### src/cpie_pkg.sv
// Package for the core and peripheral interrupt enable block.
// Assumes an Avalon-MM slave with 32-bit data, one register per word.
package cpie_pkg;
    // Printed offsets are not all multiples of four: byte address = 4 * index
    localparam logic [8:0] IDX_ICS_B0  = 9'h00b;
    localparam logic [8:0] IDX_ICS_B1  = 9'h08b;
    localparam logic [8:0] IDX_ICS_B2  = 9'h10b;
    localparam logic [8:0] IDX_ICS_B3  = 9'h18b;
    localparam logic [8:0] IDX_PIE     = 9'h08c;
    localparam logic [8:0] IDX_PFLAG   = 9'h1f0;
    localparam logic [8:0] IDX_IRQ_ST  = 9'h1f1;
    localparam logic [8:0] IDX_IRQ_MSK = 9'h1f2;
    localparam int         ADDR_W      = 11;

    // Control/status bit positions
    localparam int BIT_GLOBAL_EN = 7;
    localparam int BIT_GROUP_EN  = 6;
    localparam int BIT_TIMER0_EN = 5;
    localparam int BIT_EXIE      = 4;
    localparam int BIT_PORTB_EN  = 3;
    localparam int BIT_T0F  = 2;
    localparam int BIT_EXF  = 1;
    localparam int BIT_RBF  = 0;

    // Peripheral enable bit positions
    localparam int BIT_PSP  = 7;
    localparam int BIT_ADC  = 6;
    localparam int BIT_RX   = 5;
    localparam int BIT_TX   = 4;
    localparam int BIT_SSP  = 3;
    localparam int BIT_CCP1 = 2;
    localparam int BIT_TMR2 = 1;
    localparam int BIT_TMR1 = 0;

    localparam logic [7:0]  ICS_RESET   = 8'h00;
    localparam logic [7:0]  PIE_RESET   = 8'h00;
    localparam logic [7:0]  PFLAG_RESET = 8'h00;
    localparam logic [1:0]  IRQ_RESET   = 2'h0;
    localparam int          IRQ_EV_CORE = 0;
    localparam int          IRQ_EV_PERI = 1;
    localparam logic [31:0] RD_UNMAPPED = 32'h0000_0000;
endpackage

### src/cpie_regbus_if.sv
// Register access carrier between the bus slave and the interrupt core.
// Assumes one clock domain; write pulses last one cycle.
`timescale 1ns/1ps
`default_nettype none
interface cpie_regbus_if;
    logic       wr_ics;
    logic       wr_pie;
    logic       wr_pflag;
    logic [7:0] wdata;
    logic [7:0] ics;
    logic [7:0] pie;
    logic [7:0] pflag;
    logic       core_event;
    logic       peri_event;

    modport ctrl (
        output wr_ics,
        output wr_pie,
        output wr_pflag,
        output wdata,
        input  ics,
        input  pie,
        input  pflag,
        input  core_event,
        input  peri_event
    );
    modport core (
        input  wr_ics,
        input  wr_pie,
        input  wr_pflag,
        input  wdata,
        output ics,
        output pie,
        output pflag,
        output core_event,
        output peri_event
    );
endinterface
`default_nettype wire

### src/cpie_core.sv
// Interrupt enable/flag storage and request gating.
// Assumes pin and peripheral events already synchronised to clk_sys.
`timescale 1ns/1ps
`default_nettype none
module cpie_core (
    input  wire logic   clk_sys,
    input  wire logic   rst,
    input  wire logic   timer0_ovf,
    input  wire logic   ext_irq_event,
    input  wire logic   portb_change,
    input  wire logic [7:0] peri_cond,
    cpie_regbus_if.core rb,
    output logic        irq_req
);
    logic [7:0] ics_reg;
    logic [7:0] ics_next;
    logic [7:0] pie_reg;
    logic [7:0] pflag_reg;
    logic [7:0] pflag_next;
    logic [2:0] core_set;
    logic [2:0] core_en;
    logic [2:0] core_flag;
    logic       core_pend;
    logic       peri_pend;

    assign core_set = {timer0_ovf, ext_irq_event, portb_change};
    assign core_en  = {ics_reg[cpie_pkg::BIT_TIMER0_EN], ics_reg[cpie_pkg::BIT_EXIE],
                       ics_reg[cpie_pkg::BIT_PORTB_EN]};
    assign core_flag = {ics_reg[cpie_pkg::BIT_T0F], ics_reg[cpie_pkg::BIT_EXF],
                        ics_reg[cpie_pkg::BIT_RBF]};

    // Flags set regardless of enables; set beats a software write of zero
    always_comb begin
        ics_next = rb.wr_ics ? rb.wdata : ics_reg;
        ics_next[cpie_pkg::BIT_T0F] = ics_next[cpie_pkg::BIT_T0F] | core_set[2];
        ics_next[cpie_pkg::BIT_EXF] = ics_next[cpie_pkg::BIT_EXF] | core_set[1];
        ics_next[cpie_pkg::BIT_RBF] = ics_next[cpie_pkg::BIT_RBF] | core_set[0];
    end

    assign pflag_next = (rb.wr_pflag ? rb.wdata : pflag_reg) | peri_cond;

    always_ff @(posedge clk_sys or posedge rst) begin
        if (rst) begin
            ics_reg   <= cpie_pkg::ICS_RESET;
            pie_reg   <= cpie_pkg::PIE_RESET;
            pflag_reg <= cpie_pkg::PFLAG_RESET;
        end else begin
            ics_reg   <= ics_next;
            pflag_reg <= pflag_next;
            if (rb.wr_pie) begin
                pie_reg <= rb.wdata;
            end
        end
    end

    assign core_pend = |(core_en & core_flag);
    // Bits 7..0: parallel port, adc, rx, tx, ssp, ccp1, timer2 match, timer1 ovf
    assign peri_pend = ics_reg[cpie_pkg::BIT_GROUP_EN] & (|(pie_reg & pflag_reg));
    assign irq_req   = ics_reg[cpie_pkg::BIT_GLOBAL_EN] & (core_pend | peri_pend);

    assign rb.ics        = ics_reg;
    assign rb.pie        = pie_reg;
    assign rb.pflag      = pflag_reg;
    assign rb.core_event = |core_set;
    assign rb.peri_event = |peri_cond;
endmodule
`default_nettype wire

### src/cpie_top.sv
// Core and peripheral interrupt enables with Avalon-MM register access.
// Assumes pins are asynchronous; peripheral conditions come from clk_sys logic.
//
// Chosen here: the Avalon-MM register port.
`timescale 1ns/1ps
`default_nettype none
module cpie_top (
    input  wire logic        clk_sys,
    input  wire logic        rst,
    input  wire logic [10:0] avs_address,
    input  wire logic        avs_read,
    input  wire logic        avs_write,
    input  wire logic [31:0] avs_writedata,
    input  wire logic [3:0]  avs_byteenable,
    output logic [31:0]      avs_readdata,
    output logic             avs_waitrequest,
    input  wire logic        timer0_ovf,
    input  wire logic        ext_irq_pin,
    input  wire logic        ext_irq_rising,
    input  wire logic [3:0]  portb_upper_pins,
    input  wire logic [7:0]  peri_cond,
    output logic             irq_req,
    output logic             irq
);
    cpie_regbus_if rb ();

    // Pin synchronisers
    logic [4:0] pin_meta_reg;
    logic [4:0] pin_sync_reg;
    logic [4:0] pin_prev_reg;
    logic       ext_event;
    logic       portb_event;
    logic       ext_rise;
    logic       ext_fall;

    always_ff @(posedge clk_sys or posedge rst) begin
        if (rst) begin
            pin_meta_reg <= 5'h00;
            pin_sync_reg <= 5'h00;
            pin_prev_reg <= 5'h00;
        end else begin
            pin_meta_reg <= {ext_irq_pin, portb_upper_pins};
            pin_sync_reg <= pin_meta_reg;
            pin_prev_reg <= pin_sync_reg;
        end
    end

    assign ext_rise    = pin_sync_reg[4] & ~pin_prev_reg[4];
    assign ext_fall    = ~pin_sync_reg[4] & pin_prev_reg[4];
    assign ext_event   = ext_irq_rising ? ext_rise : ext_fall;
    assign portb_event = |(pin_sync_reg[3:0] ^ pin_prev_reg[3:0]);

    cpie_core u_core (
        .clk_sys       (clk_sys),
        .rst           (rst),
        .timer0_ovf    (timer0_ovf),
        .ext_irq_event (ext_event),
        .portb_change  (portb_event),
        .peri_cond     (peri_cond),
        .rb            (rb.core),
        .irq_req       (irq_req)
    );

    // Bus decode
    logic [8:0] idx;
    logic       lane0;
    logic       sel_ics;
    logic       sel_pie;
    logic       sel_pflag;
    logic       sel_st;
    logic       sel_msk;
    logic       addr_ok;
    logic       wr_go;
    logic       rd_go;
    logic       ack_reg;

    assign idx     = avs_address[10:2];
    assign lane0   = (avs_address[1:0] == 2'h0) & avs_byteenable[0];
    assign sel_ics = (avs_address[1:0] == 2'h0) &
                     ((idx == cpie_pkg::IDX_ICS_B0) | (idx == cpie_pkg::IDX_ICS_B1) |
                      (idx == cpie_pkg::IDX_ICS_B2) | (idx == cpie_pkg::IDX_ICS_B3));
    assign sel_pie   = (avs_address[1:0] == 2'h0) & (idx == cpie_pkg::IDX_PIE);
    assign sel_pflag = (avs_address[1:0] == 2'h0) & (idx == cpie_pkg::IDX_PFLAG);
    assign sel_st    = (avs_address[1:0] == 2'h0) & (idx == cpie_pkg::IDX_IRQ_ST);
    assign sel_msk   = (avs_address[1:0] == 2'h0) & (idx == cpie_pkg::IDX_IRQ_MSK);
    assign addr_ok   = sel_ics | sel_pie | sel_pflag | sel_st | sel_msk;

    // One wait state: answer on the edge after the request is seen
    assign avs_waitrequest = (avs_read | avs_write) & ~ack_reg;
    assign wr_go = avs_write & ack_reg;
    assign rd_go = avs_read & ~ack_reg;

    assign rb.wr_ics   = wr_go & sel_ics & lane0;
    assign rb.wr_pie   = wr_go & sel_pie & lane0;
    assign rb.wr_pflag = wr_go & sel_pflag & lane0;
    assign rb.wdata    = avs_writedata[7:0];

    // Block event status, write one to clear; mask gates irq
    logic [1:0] irq_st_reg;
    logic [1:0] irq_st_next;
    logic [1:0] irq_msk_reg;
    logic [1:0] ev;
    logic [1:0] st_clr;

    assign ev          = {rb.peri_event, rb.core_event};
    assign st_clr      = (wr_go & sel_st & lane0) ? avs_writedata[1:0] : 2'h0;
    assign irq_st_next = (irq_st_reg & ~st_clr) | ev;
    assign irq         = |(irq_st_reg & irq_msk_reg);

    logic [31:0] rd_mux;
    assign rd_mux = sel_ics   ? {24'h000000, rb.ics} :
                    sel_pie   ? {24'h000000, rb.pie} :
                    sel_pflag ? {24'h000000, rb.pflag} :
                    sel_st    ? {30'h00000000, irq_st_reg} :
                    sel_msk   ? {30'h00000000, irq_msk_reg} :
                    cpie_pkg::RD_UNMAPPED;

    always_ff @(posedge clk_sys or posedge rst) begin
        if (rst) begin
            ack_reg      <= 1'b0;
            avs_readdata <= 32'h0000_0000;
            irq_st_reg   <= cpie_pkg::IRQ_RESET;
            irq_msk_reg  <= cpie_pkg::IRQ_RESET;
        end else begin
            ack_reg    <= (avs_read | avs_write) & ~ack_reg;
            irq_st_reg <= irq_st_next;
            if (rd_go) begin
                avs_readdata <= addr_ok ? rd_mux : cpie_pkg::RD_UNMAPPED;
            end
            if (wr_go & sel_msk & lane0) begin
                irq_msk_reg <= avs_writedata[1:0];
            end
        end
    end
endmodule
`default_nettype wire

### config.mk
export PLATFORM = sky130hd
export DESIGN_NAME = cpie_top
export DESIGN_NICKNAME = d
export VERILOG_FILES = /design/src/cpie_pkg.sv /design/src/cpie_regbus_if.sv /design/src/cpie_core.sv /design/src/cpie_top.sv
export SDC_FILE = /design/constraint.sdc
export NUM_CORES = 1
export LEC_CHECK = 0
export ABC_AREA = 1
export BUFFER_PORTS_ARGS = -buffer_cell sky130_fd_sc_hd__buf_4
export CAP_MARGIN = 20
export CORE_MARGIN = 5
export CORE_UTILIZATION = 45
export DETAILED_ROUTE_END_ITERATION = 6
export GPL_ROUTABILITY_DRIVEN = 1
export PLACE_DENSITY = 0.83
export SLEW_MARGIN = 0
export SYNTH_ARGS = -nofsm -noshare
export SYNTH_HDL_FRONTEND = slang
export SYNTH_HIERARCHICAL = 1
export SYNTH_SLANG_ARGS = --single-unit
### constraint.sdc
create_clock -name clk_sys -period 1.25 [get_ports clk_sys]
set_input_delay 0.125 -clock clk_sys [delete_from_list [all_inputs] [get_ports clk_sys]]
set_output_delay 0.125 -clock clk_sys [all_outputs]
set_load 0.01 [all_outputs]
==> flow_summary.toml, run 1 <==
[status]
status = "finished, violations left"
violations = "setup timing"

[floorplan]
core.rowCount = 28
start_util_pct = 46.74
die_w_microns = 88.66
chipHeight_microns = 88.66
dieArea_sq_mm = 0.007860
core_sq_mm = 0.005956
ioPinCount = 101

[clock_tree]
htree_levels = 2
tritoncts = "yes"
insertion_delay_ps = 310
clkSlewWorstSetupHoldPaths_ps = 90
cts_buffers = 5
cts.root.buffer_cell = "clkbuf_8"
cts_buffer_depth = 2
cts.sinks = 52

[synthesis]
ys.flop_type = "dfrtp_1"
yosys_warnings = 6
synthTopCellsByArea = "dfrtp_1, nand2_1, buf_4, inv_1, nand3_1"
synth_top_area_cell = "dfrtp_1"
yosysUniqueCellTypes = 25
synth_top_cells_by_count = "nand2_1, dfrtp_1, inv_1"
async_flop_share_pct = 100.0
synthSimpleGateAreaFrac_pct = 28.22
ys_ff_latch = 52
synthesis.area_sq_mm = 0.002784
synth_xor_area_share_pct = 1.258
avgSynthCellArea_sq_um = 8.514
synthCells = 327
seq_area_frac_synth_pct = 46.74
synth.mux.area_fraction_pct = 4.315
synth_top_family_by_area = "simple AND/OR/NAND/NOR gates"
synthAdderAreaFrac_pct = 0
synth_edf_count = 0
synth.most_common_cell = "nand2_1"
synth_compound_area_share_pct = 5.978
synth_top_area_share_pct = 46.74

[global_route]
grt_pass1_vias = 2330
grt_pass1_wl_microns = 10670
grt_overflow_total = 0
grt_max_degree = 29
grt_use_total_pct = 17.39
antenna_found_initial = 0

[hold_path]
worstHoldPathType = "input port to register"

[job]
cap_violations = 0

[timing]
fin_crit_ps = 1438
final-max-slew-violation-count = 0
rsz0062_at_grt = "true"
period_share_pct = 115.0
setup_tns_ps = -656.2
setup_violations = 9
skew_ps = 8.432
fin_ws_ps = -187.6
hold_viol = 0
fmax_mhz = 695.6

[pwr]
power_density_mw_per_mm2 = 897.8
leakage_nw = 2.003
irDropWorstVdd_v = 0.0008295

[setup_path]
ff2ff_setup_slack_ps = -70
critPathKind = "register to output port"
startpoint_type = "register"
cpMostUsedCell = "nand2_1"
crit_fanout = 3
worstPathRequired_ps = 1120
crit_arrival_ps = 1310
path_cells = "nand2_1 > nand2_1 > nor2_2 > nand2_1 > nand2_2 > a21oi_2 > buf_4"
cp_slowest_cell = "dfrtp_1"
crit_path_end_kind = "output port"
cp_slowest_stage_delay_ps = 420

[placement]
port_buffers = 49
dp.cells = 466
hpwl_microns = 4791
gp_congestion = 0.8526

[route]
vias = 2395
detail_route.wl_per_cell_microns = 13.63
via_per_inst = 4.819
first_pass_iters = 4
drtIter0Drc = 220
wirelength_microns = 6775
drc = 0
drtAntennaViolNets = 0

[cells_and_area]
synthToLayoutAreaGrowth_pct = 31.64
num-nets-final = 487
num_antenna_cells = 0
drive_gt1_share_pct = 33.41
fin_cells = 497
fillers = 501
-- report_power, final --
part | total (W) | internal, W | switching [W]
clock | 0.00121 | 0.000655 | 0.000556
combinational | 0.000357 | 0.000161 | 0.000196
sequential | 0.00172 | 0.00171 | 0.0000129
total | 0.00329 | 0.00253 | 0.000765
-- cell families after synthesis --
| kind of cell | Yosys count |
|---|---|
| AOI/OAI and AO/OA | 26 |
| muxes | 8 |
| and+or+nand+nor | 171 |
| xor gates and xnor gates | 4 |
| other | 1 |
| buffers and inverters | 65 |
| DFF | 52 |
-- repair_timing --
item                                    in CTS  in global routing
hold buffers                                 6                  0
pin swaps                                    4                  3
setup buffers                               12                  6
endpoints found under the setup margin      17                 30
resized for setup                            5                 16
hold endpoints to repair                    57                  0
-- through the flow --
stage          area (sq um)  hold slack [ps]  utilization (%)  power [W]  setup WS (ps)
6_report               3665            9.195            61.53   0.003290         -187.6
5_1_grt                3665            7.555            61.53   0.003434         -278.7
4_1_cts                3576           0.4693            60.04   0.003309         -166.2
3_5_place_dp           3283            208.8            55.13   0.002081         -124.8
3_3_place_gp           3283            206.0            55.13   0.002071         -112.6
2_1_floorplan          2888            139.6                -   0.001953         -5.929
-- cell type report --
cell class / instances / area (sq um) / share of cell area (%)
Clock inverter: 2 / 38.79 / 1.058
Multi-Input combinational cell: 233 / 1269 / 34.62
Sequential cell: 52 / 1301 / 35.51
Clock buffer: 6 / 82.58 / 2.253
Inverter: 36 / 142.6 / 3.892
Timing Repair Buffer: 93 / 737.0 / 20.11
Tap cell: 75 / 93.84 / 2.561
-- cell usage in the layout (no fill, tap or decap), types with 3 or more instances in the layout --
cell type      instances
inv_1                 33
nand2_1               89
nand2_2                5
o21ai_0                3
clkbuf_8               6
o21ai_2                6
buf_6                  3
buf_4                 83
nor2_4                 6
nor2_1                21
a21oi_2                4
dlygate4sd3_1          6
a21oi_1                8
or2_0                  6
dfrtp_1               52
xnor2_1                4
mux2_4                 8
nand3_1               25
conb_1                24
nor2_2                 8
-- critical path, delay by kind of cell (launching register included) --
family	cells	cell delay, ps
AOI/OAI and AO/OA	1	50
buffers and inverters	1	140
DFF	1	420
and+or+nand+nor	5	400
-- path summary, 6_finish.rpt --
path                                  startpoint            endpoint  cells past startpoint
worst min-delay path                peri_cond[0]  u_core/rb.pflag[0]                      3
worst max-delay path            u_core/rb.pie[7]             irq_req                      7
min in group asynchronous                    rst    u_core/rb.ics[5]                      4
worst min register to register   pin_meta_reg[3]     pin_sync_reg[3]                      0
worst max register to register           ack_reg    u_core/rb.pie[6]                      5
max in group asynchronous                    rst     avs_readdata[0]                      4
-- metal layers --
metal	GRT usage (%)	vias to the layer above	wire (microns)
li1	-	1161	-
met1	22.07	1105	2668
met2	28.95	110	3383
met3	3.911	19	557
met4	6.456	0	165
met5	0	-	0
Note: power is estimated with default switching activity, not from simulation.
==> run 2: changes to the inputs <==
==> constraint.sdc (replaced) <==
create_clock -name clk_sys -period 1.25 [get_ports clk_sys]
set_input_delay 0.125 -clock clk_sys [delete_from_list [all_inputs] [get_ports clk_sys]]
set_output_delay 0.125 -clock clk_sys [all_outputs]
set_load 0.1 [all_outputs]
==> flow_summary.toml, run 2 (synthesis results as in run 1) <==
[setup_path]
startpoint_type = "register"
rr_startpoint = "ack_reg"
critPathKind = "register to output port"
cp_slowest_stage_delay_ps = 380
path_cells = "nand2_1 > nand2_1 > nor2_1 > nand2_1 > nand2_2 > a21oi_4 > buf_12"
cpMostUsedCell = "nand2_1"
crit_path_end_kind = "output port"
reg2reg_depth = 5
crit_arrival_ps = 1380
crit_start = "u_core/rb.pie[4]"
reg2reg_to = "u_core/rb.pie[6]"
cp_slowest_cell = "dfrtp_1"
ff2ff_setup_slack_ps = -110
crit_fanout = 2
endpoint = "irq_req"
worstPathRequired_ps = 1120

[pwr]
leakage_nw = 2.033
comb_power_share_pct = 19.1
power_density_mw_per_mm2 = 962.3
p_sw_w = 0.001086
power_frac_seq_pct = 47.5
p_clk_share_pct = 33.4
switching_share_pct = 29.93
irDropWorstVdd_v = 0.0006849
intPower_w = 0.002543

[route]
wirelength_microns = 6518
first_pass_iters = 4
via_per_inst = 4.716
vias = 2377
detail_route.wl_per_cell_microns = 12.93
drtAntennaViolNets = 0
drtIter0Drc = 140
drc = 0

[status]
violations = "setup timing"
status = "finished, violations left"

[timing]
fmax_mhz = 663.8
rsz0062_at_grt = "true"
period_share_pct = 120.5
fin_ws_ps = -256.4
hold_ws_ps = 10.20
fin_crit_ps = 1506
final-max-slew-violation-count = 0
skew_ps = 13.75
setup_violations = 11
setup_tns_ps = -1071
hold_viol = 0

[floorplan]
start_util_pct = 46.74
core.rowCount = 28
dieArea_sq_mm = 0.007860
ioPinCount = 101
core_sq_mm = 0.005956
die_w_microns = 88.66
chipHeight_microns = 88.66

[cells_and_area]
multi_input_area_sq_mm = 0.001296
num_antenna_cells = 0
fin_cells = 504
final_cell_mix = "nand2_1, buf_4, dfrtp_1"
synthToLayoutAreaGrowth_pct = 35.46
regArea_sq_mm = 0.001301
num-nets-final = 494
drive_gt1_share_pct = 34.27
final_common_cell = "nand2_1"
fillers = 477

[clock_tree]
cts_buffers = 5
clkSlewWorstSetupHoldPaths_ps = 100
cts.root.buffer_cell = "clkbuf_8"
cts.sinks = 52
cts_buffer_depth = 2
insertion_delay_ps = 320
tritoncts = "yes"
htree_levels = 2

[hold_path]
worstHoldPathType = "input port to register"

[job]
cap_violations = 0

[global_route]
antenna_found_initial = 0
grt_max_degree = 26
grt_pass1_wl_microns = 10560
grt_overflow_total = 0
grt_pass1_vias = 2357
grt_use_total_pct = 17.33

[placement]
gp_congestion = 0.8477
dp.cells = 483
hpwl_microns = 4987
port_buffers = 49
==> run 2: cell types whose count changed in the layout (fill, tap and decap cells not counted), sizes merged <==
cell	delta
dlygate4sd3	+2
buf	+5
==> run 2: power by group through the flow <==
stage | clock network [W] | logic (W) | registers, W
4_1_cts | 0.00124 | 0.000678 | 0.00172
3_5_place_dp | 0 | 0.000641 | 0.00176
2_1_floorplan | 0 | 0.000516 | 0.00176
6_report | 0.00121 | 0.000693 | 0.00172
3_3_place_gp | 0 | 0.000633 | 0.00175
5_1_grt | 0.00129 | 0.000733 | 0.00173
==> run 2: metrics by stage <==
| stage | total power, W | instance area (sq um) | utilization [%] | setup WS [ps] |
|---|---|---|---|---|
| global route | 0.003752 | 3771 | 63.32 | -347.6 |
| finish | 0.003629 | 3771 | 63.32 | -256.4 |
| CTS | 0.003638 | 3690 | 61.95 | -246.1 |
| floorplan | 0.002273 | 2904 | - | -51.51 |
| global placement | 0.002388 | 3427 | 57.54 | -127.5 |
| detailed placement | 0.002398 | 3427 | 57.54 | -124.1 |
==> run 2: layer usage <==
metal	part of all wire [%]	global-route usage [%]	wire length, microns	vias to the layer above
li1	-	-	-	1174
met5	0	0	0	-
met2	49	29.08	3212	83
met3	7.2	4.749	470	12
met4	1.9	6.044	121	0
met1	42	21.42	2713	1108
==> run 2: cell type report <==
type,instances,area share (%)
Timing Repair Buffer,100,21.83
Tap cell,75,2.488
Multi-Input combinational cell,233,34.37
Inverter,36,3.583
Clock buffer,6,2.190
Sequential cell,52,34.51
Clock inverter,2,1.029
==> run 2: timing repair <==
item | CTS | global route
gates cloned | 0 | 0
setup buffers | 2 | 3
hold buffers | 8 | 0
setup endpoints to repair | 17 | 29
pin swaps | 2 | 2
endpoints found under the hold margin | 52 | 0
resized for setup | 13 | 17
==> run 2: how the worst min path moves through the flow <==
stage            startpoint                  to  slack [ps]  depth (start not counted)
2_1_floorplan           rst    u_core/rb.ics[0]         140                          1
6_report       peri_cond[2]  u_core/rb.pflag[2]          10                          3
3_5_place_dp            rst     pin_meta_reg[4]          30                          2
4_1_cts        peri_cond[5]  u_core/rb.pflag[5]           7                          3
3_3_place_gp            rst     pin_meta_reg[4]          20                          2
5_1_grt        peri_cond[1]  u_core/rb.pflag[1]           3                          3
==> run 2: critical path: cells and delay by family, from the launching register on <==
family / cells / cell delay (ps)
DFF: 1 / 380
buffers and inverters: 1 / 180
AOI/OAI and AO/OA: 1 / 140
and+or+nand+nor: 5 / 350
==> run 3: changes to the inputs <==
- CORE_UTILIZATION: 45 -> 44
- CTS_CLUSTER_SIZE: unset -> 16
- PLACE_DENSITY: 0.83 -> 0.82
- SYNTH_HIERARCHICAL: 1 -> unset
==> flow_summary.toml, run 3 <==
[setup_path]
reg2reg_depth = 8
startpoint_type = "register"
crit_buf_inv = 1
path_cells = "a22o_1 > nor2_1 > nand2_1 > nand2_2 > a21boi_4 > buf_12"
crit_fanout = 2
ff2ff_setup_slack_ps = -70
cp_top_family = "flip-flops"
worstPathRequired_ps = 1120
reg2reg_to = "u_core.rb.pie[0]"
cp_slowest_cell = "dfrtp_1"
cp_slowest_stage_delay_ps = 400
critPathKind = "register to output port"
rr_startpoint = "ack_reg"
crit_path_end_kind = "output port"
crit_arrival_ps = 1510

[clock_tree]
htree_levels = 2
cts_buffers = 5
insertion_delay_ps = 310
clkSlewWorstSetupHoldPaths_ps = 100
cts.sinks = 52
cts_buffer_depth = 2
cts.root.buffer_cell = "clkbuf_8"
tritoncts = "yes"

[global_route]
grt_overflow_total = 0
grt_use_total_pct = 17.71
grt_max_degree = 53
grt_pass1_wl_microns = 10580
antenna_found_initial = 0
grt_pass1_vias = 2374

[route]
wirelength_microns = 7286
drtAntennaViolNets = 0
drtIter0Drc = 184
vias = 2420
via_per_inst = 4.959
drc = 0
detail_route.wl_per_cell_microns = 14.93
first_pass_iters = 4

[synthesis]
synth_top_area_cell = "dfrtp_1"
ys.flop_type = "dfrtp_1"
synth_edf_count = 0
seq_area_frac_synth_pct = 48.71
yosys_warnings = 0
async_flop_share_pct = 100.0
synthesis.area_sq_mm = 0.002671
synthCells = 311
synth_top_cells_by_count = "nand2_1, dfrtp_1, inv_1"
synth.most_common_cell = "nand2_1"
yosysUniqueCellTypes = 32
ys_ff_latch = 52
synth_top_area_share_pct = 48.71
avgSynthCellArea_sq_um = 8.589
synthTopCellsByArea = "dfrtp_1, nand2_1, buf_4, inv_1, nand3_1"

[timing]
rsz0062_at_grt = "true"
setup_tns_ps = -837.5
relSlewSlack_pct = 65.36
final-max-slew-violation-count = 0
fin_ws_ps = -382.4
setup_violations = 12
tightest_slew_ps = 514.9
skew_ps = 5.348
fmax_mhz = 612.6
fin_crit_ps = 1632
hold_ws_ps = 12.41
hold_viol = 0
period_share_pct = 130.6

[pwr]
leakage_nw = 1.865
total_power_w = 0.003629
power_density_mw_per_mm2 = 962.1
irDropWorstVdd_v = 0.0009134

[floorplan]
core_sq_mm = 0.005921
dieArea_sq_mm = 0.007729
start_util_pct = 45.12
ioPinCount = 101
die_w_microns = 87.92
chipHeight_microns = 87.92
core.rowCount = 28

[placement]
hpwl_microns = 4921
dp.cells = 469
port_buffers = 49
gp_congestion = 0.8621

[hold_path]
worstHoldEndpoint = "u_core.rb.pflag[6]"
hp-start = "peri_cond[6]"
worstHoldPathType = "input port to register"
holdPathStages = 3

[cells_and_area]
final_cell_mix = "buf_4, nand2_1, dfrtp_1"
synthToLayoutAreaGrowth_pct = 41.22
final_common_cell = "buf_4"
fin_cells = 488
num-nets-final = 478
num_antenna_cells = 0
drive_gt1_share_pct = 37.29
utilization_pct = 63.72

[status]
status = "finished, violations left"
violations = "setup timing"

[job]
cap_violations = 0
-- run 3: cell types whose count changed after synthesis, sizes merged, moves of 2 or more --
| cell | previous run | this run |
|---|---|---|
| xor2 | 0 | 2 |
| o21ai | 9 | 23 |
| xnor2 | 4 | 1 |
| inv | 36 | 33 |
| nor2 | 35 | 27 |
| mux2 | 8 | 0 |
| a22o | 1 | 6 |
| nand2 | 96 | 78 |
| nand4 | 2 | 16 |
| nand3 | 27 | 23 |
| o21bai | 2 | 0 |
| or2 | 6 | 1 |
-- run 3: how the worst max path moves through the flow --
| stage | start | endpoint | cells past startpoint |
|---|---|---|---|
| final | u_core.rb.pflag[6] | irq_req | 6 |
| after global routing | u_core.rb.pflag[6] | irq_req | 6 |
| after floorplan | u_core.rb.pflag[6] | irq_req | 5 |
| after global placement | u_core.rb.ics[2] | irq_req | 4 |
| after CTS | u_core.rb.pie[5] | irq_req | 6 |
| after detailed placement | u_core.rb.pie[6] | irq_req | 6 |
-- run 3: repair_timing --
item,CTS,global route
endpoints found under the setup margin,9,29
hold endpoints to repair,57,0
resized for setup,16,33
pin swaps,5,4
cloned,1,2
hold buffers,6,0
setup buffers,1,1
-- run 3: routing by layer --
metal / GRT usage (%) / wire (microns) / up-vias
met4: 5.439 / 160 / 0
met5: 0 / 0 / -
met3: 4.045 / 533 / 17
met1: 21.59 / 2957 / 1135
li1: - / - / 1178
met2: 31.10 / 3635 / 90
-- run 3: cell type report --
| cell class | count | area, sq um |
|---|---|---|
| clock inverter | 3 | 46.29 |
| timing repair buffer | 97 | 837.1 |
| tap | 75 | 93.84 |
| multi-input combinational | 222 | 1287 |
| clock buffer | 5 | 68.82 |
| sequential | 52 | 1301 |
| fill | 480 | 2148 |
| inverter | 34 | 137.6 |
-- run 3: logic make-up (layout without fill, tap and decap cells) --
logic type,Yosys count,in the layout,share of synthesized area (%)
and+or+nand+nor,148,151,26.14
other,1,24,0.1404
DFF,52,52,48.71
xor gates and xnor gates,3,3,0.9838
buffers and inverters,63,139,13.02
AOI/OAI and AO/OA,44,44,11.01
-- run 3: power by group --
| part | leakage, nW | internal, W | total [W] | switching, W |
|---|---|---|---|---|
| clock network | 0.0548 | 0.000603 | 0.00119 | 0.000587 |
| registers | 0.622 | 0.00171 | 0.00173 | 0.0000154 |
| logic | 1.19 | 0.000177 | 0.000714 | 0.000536 |
-- run 3: worst reg2reg max path: stages (launching register included) --
cell and delay [ps]:
dfrtp_1 390, nand2_1 80, inv_2 80, nand3_4 90
inv_6 100, buf_12 140, nand3_4 160, nand2_2 110
o21ai_1 80
-- run 3: per-stage QoR --
| step | instance area, sq um | worst slack, ps |
|---|---|---|
| 5_1_grt | 3772 | -463.4 |
| 3_3_place_gp | 3361 | -32.28 |
| 4_1_cts | 3623 | -315.9 |
| 3_5_place_dp | 3361 | -66.22 |
| 6_report | 3772 | -382.4 |
| 2_1_floorplan | 2780 | -102.9 |
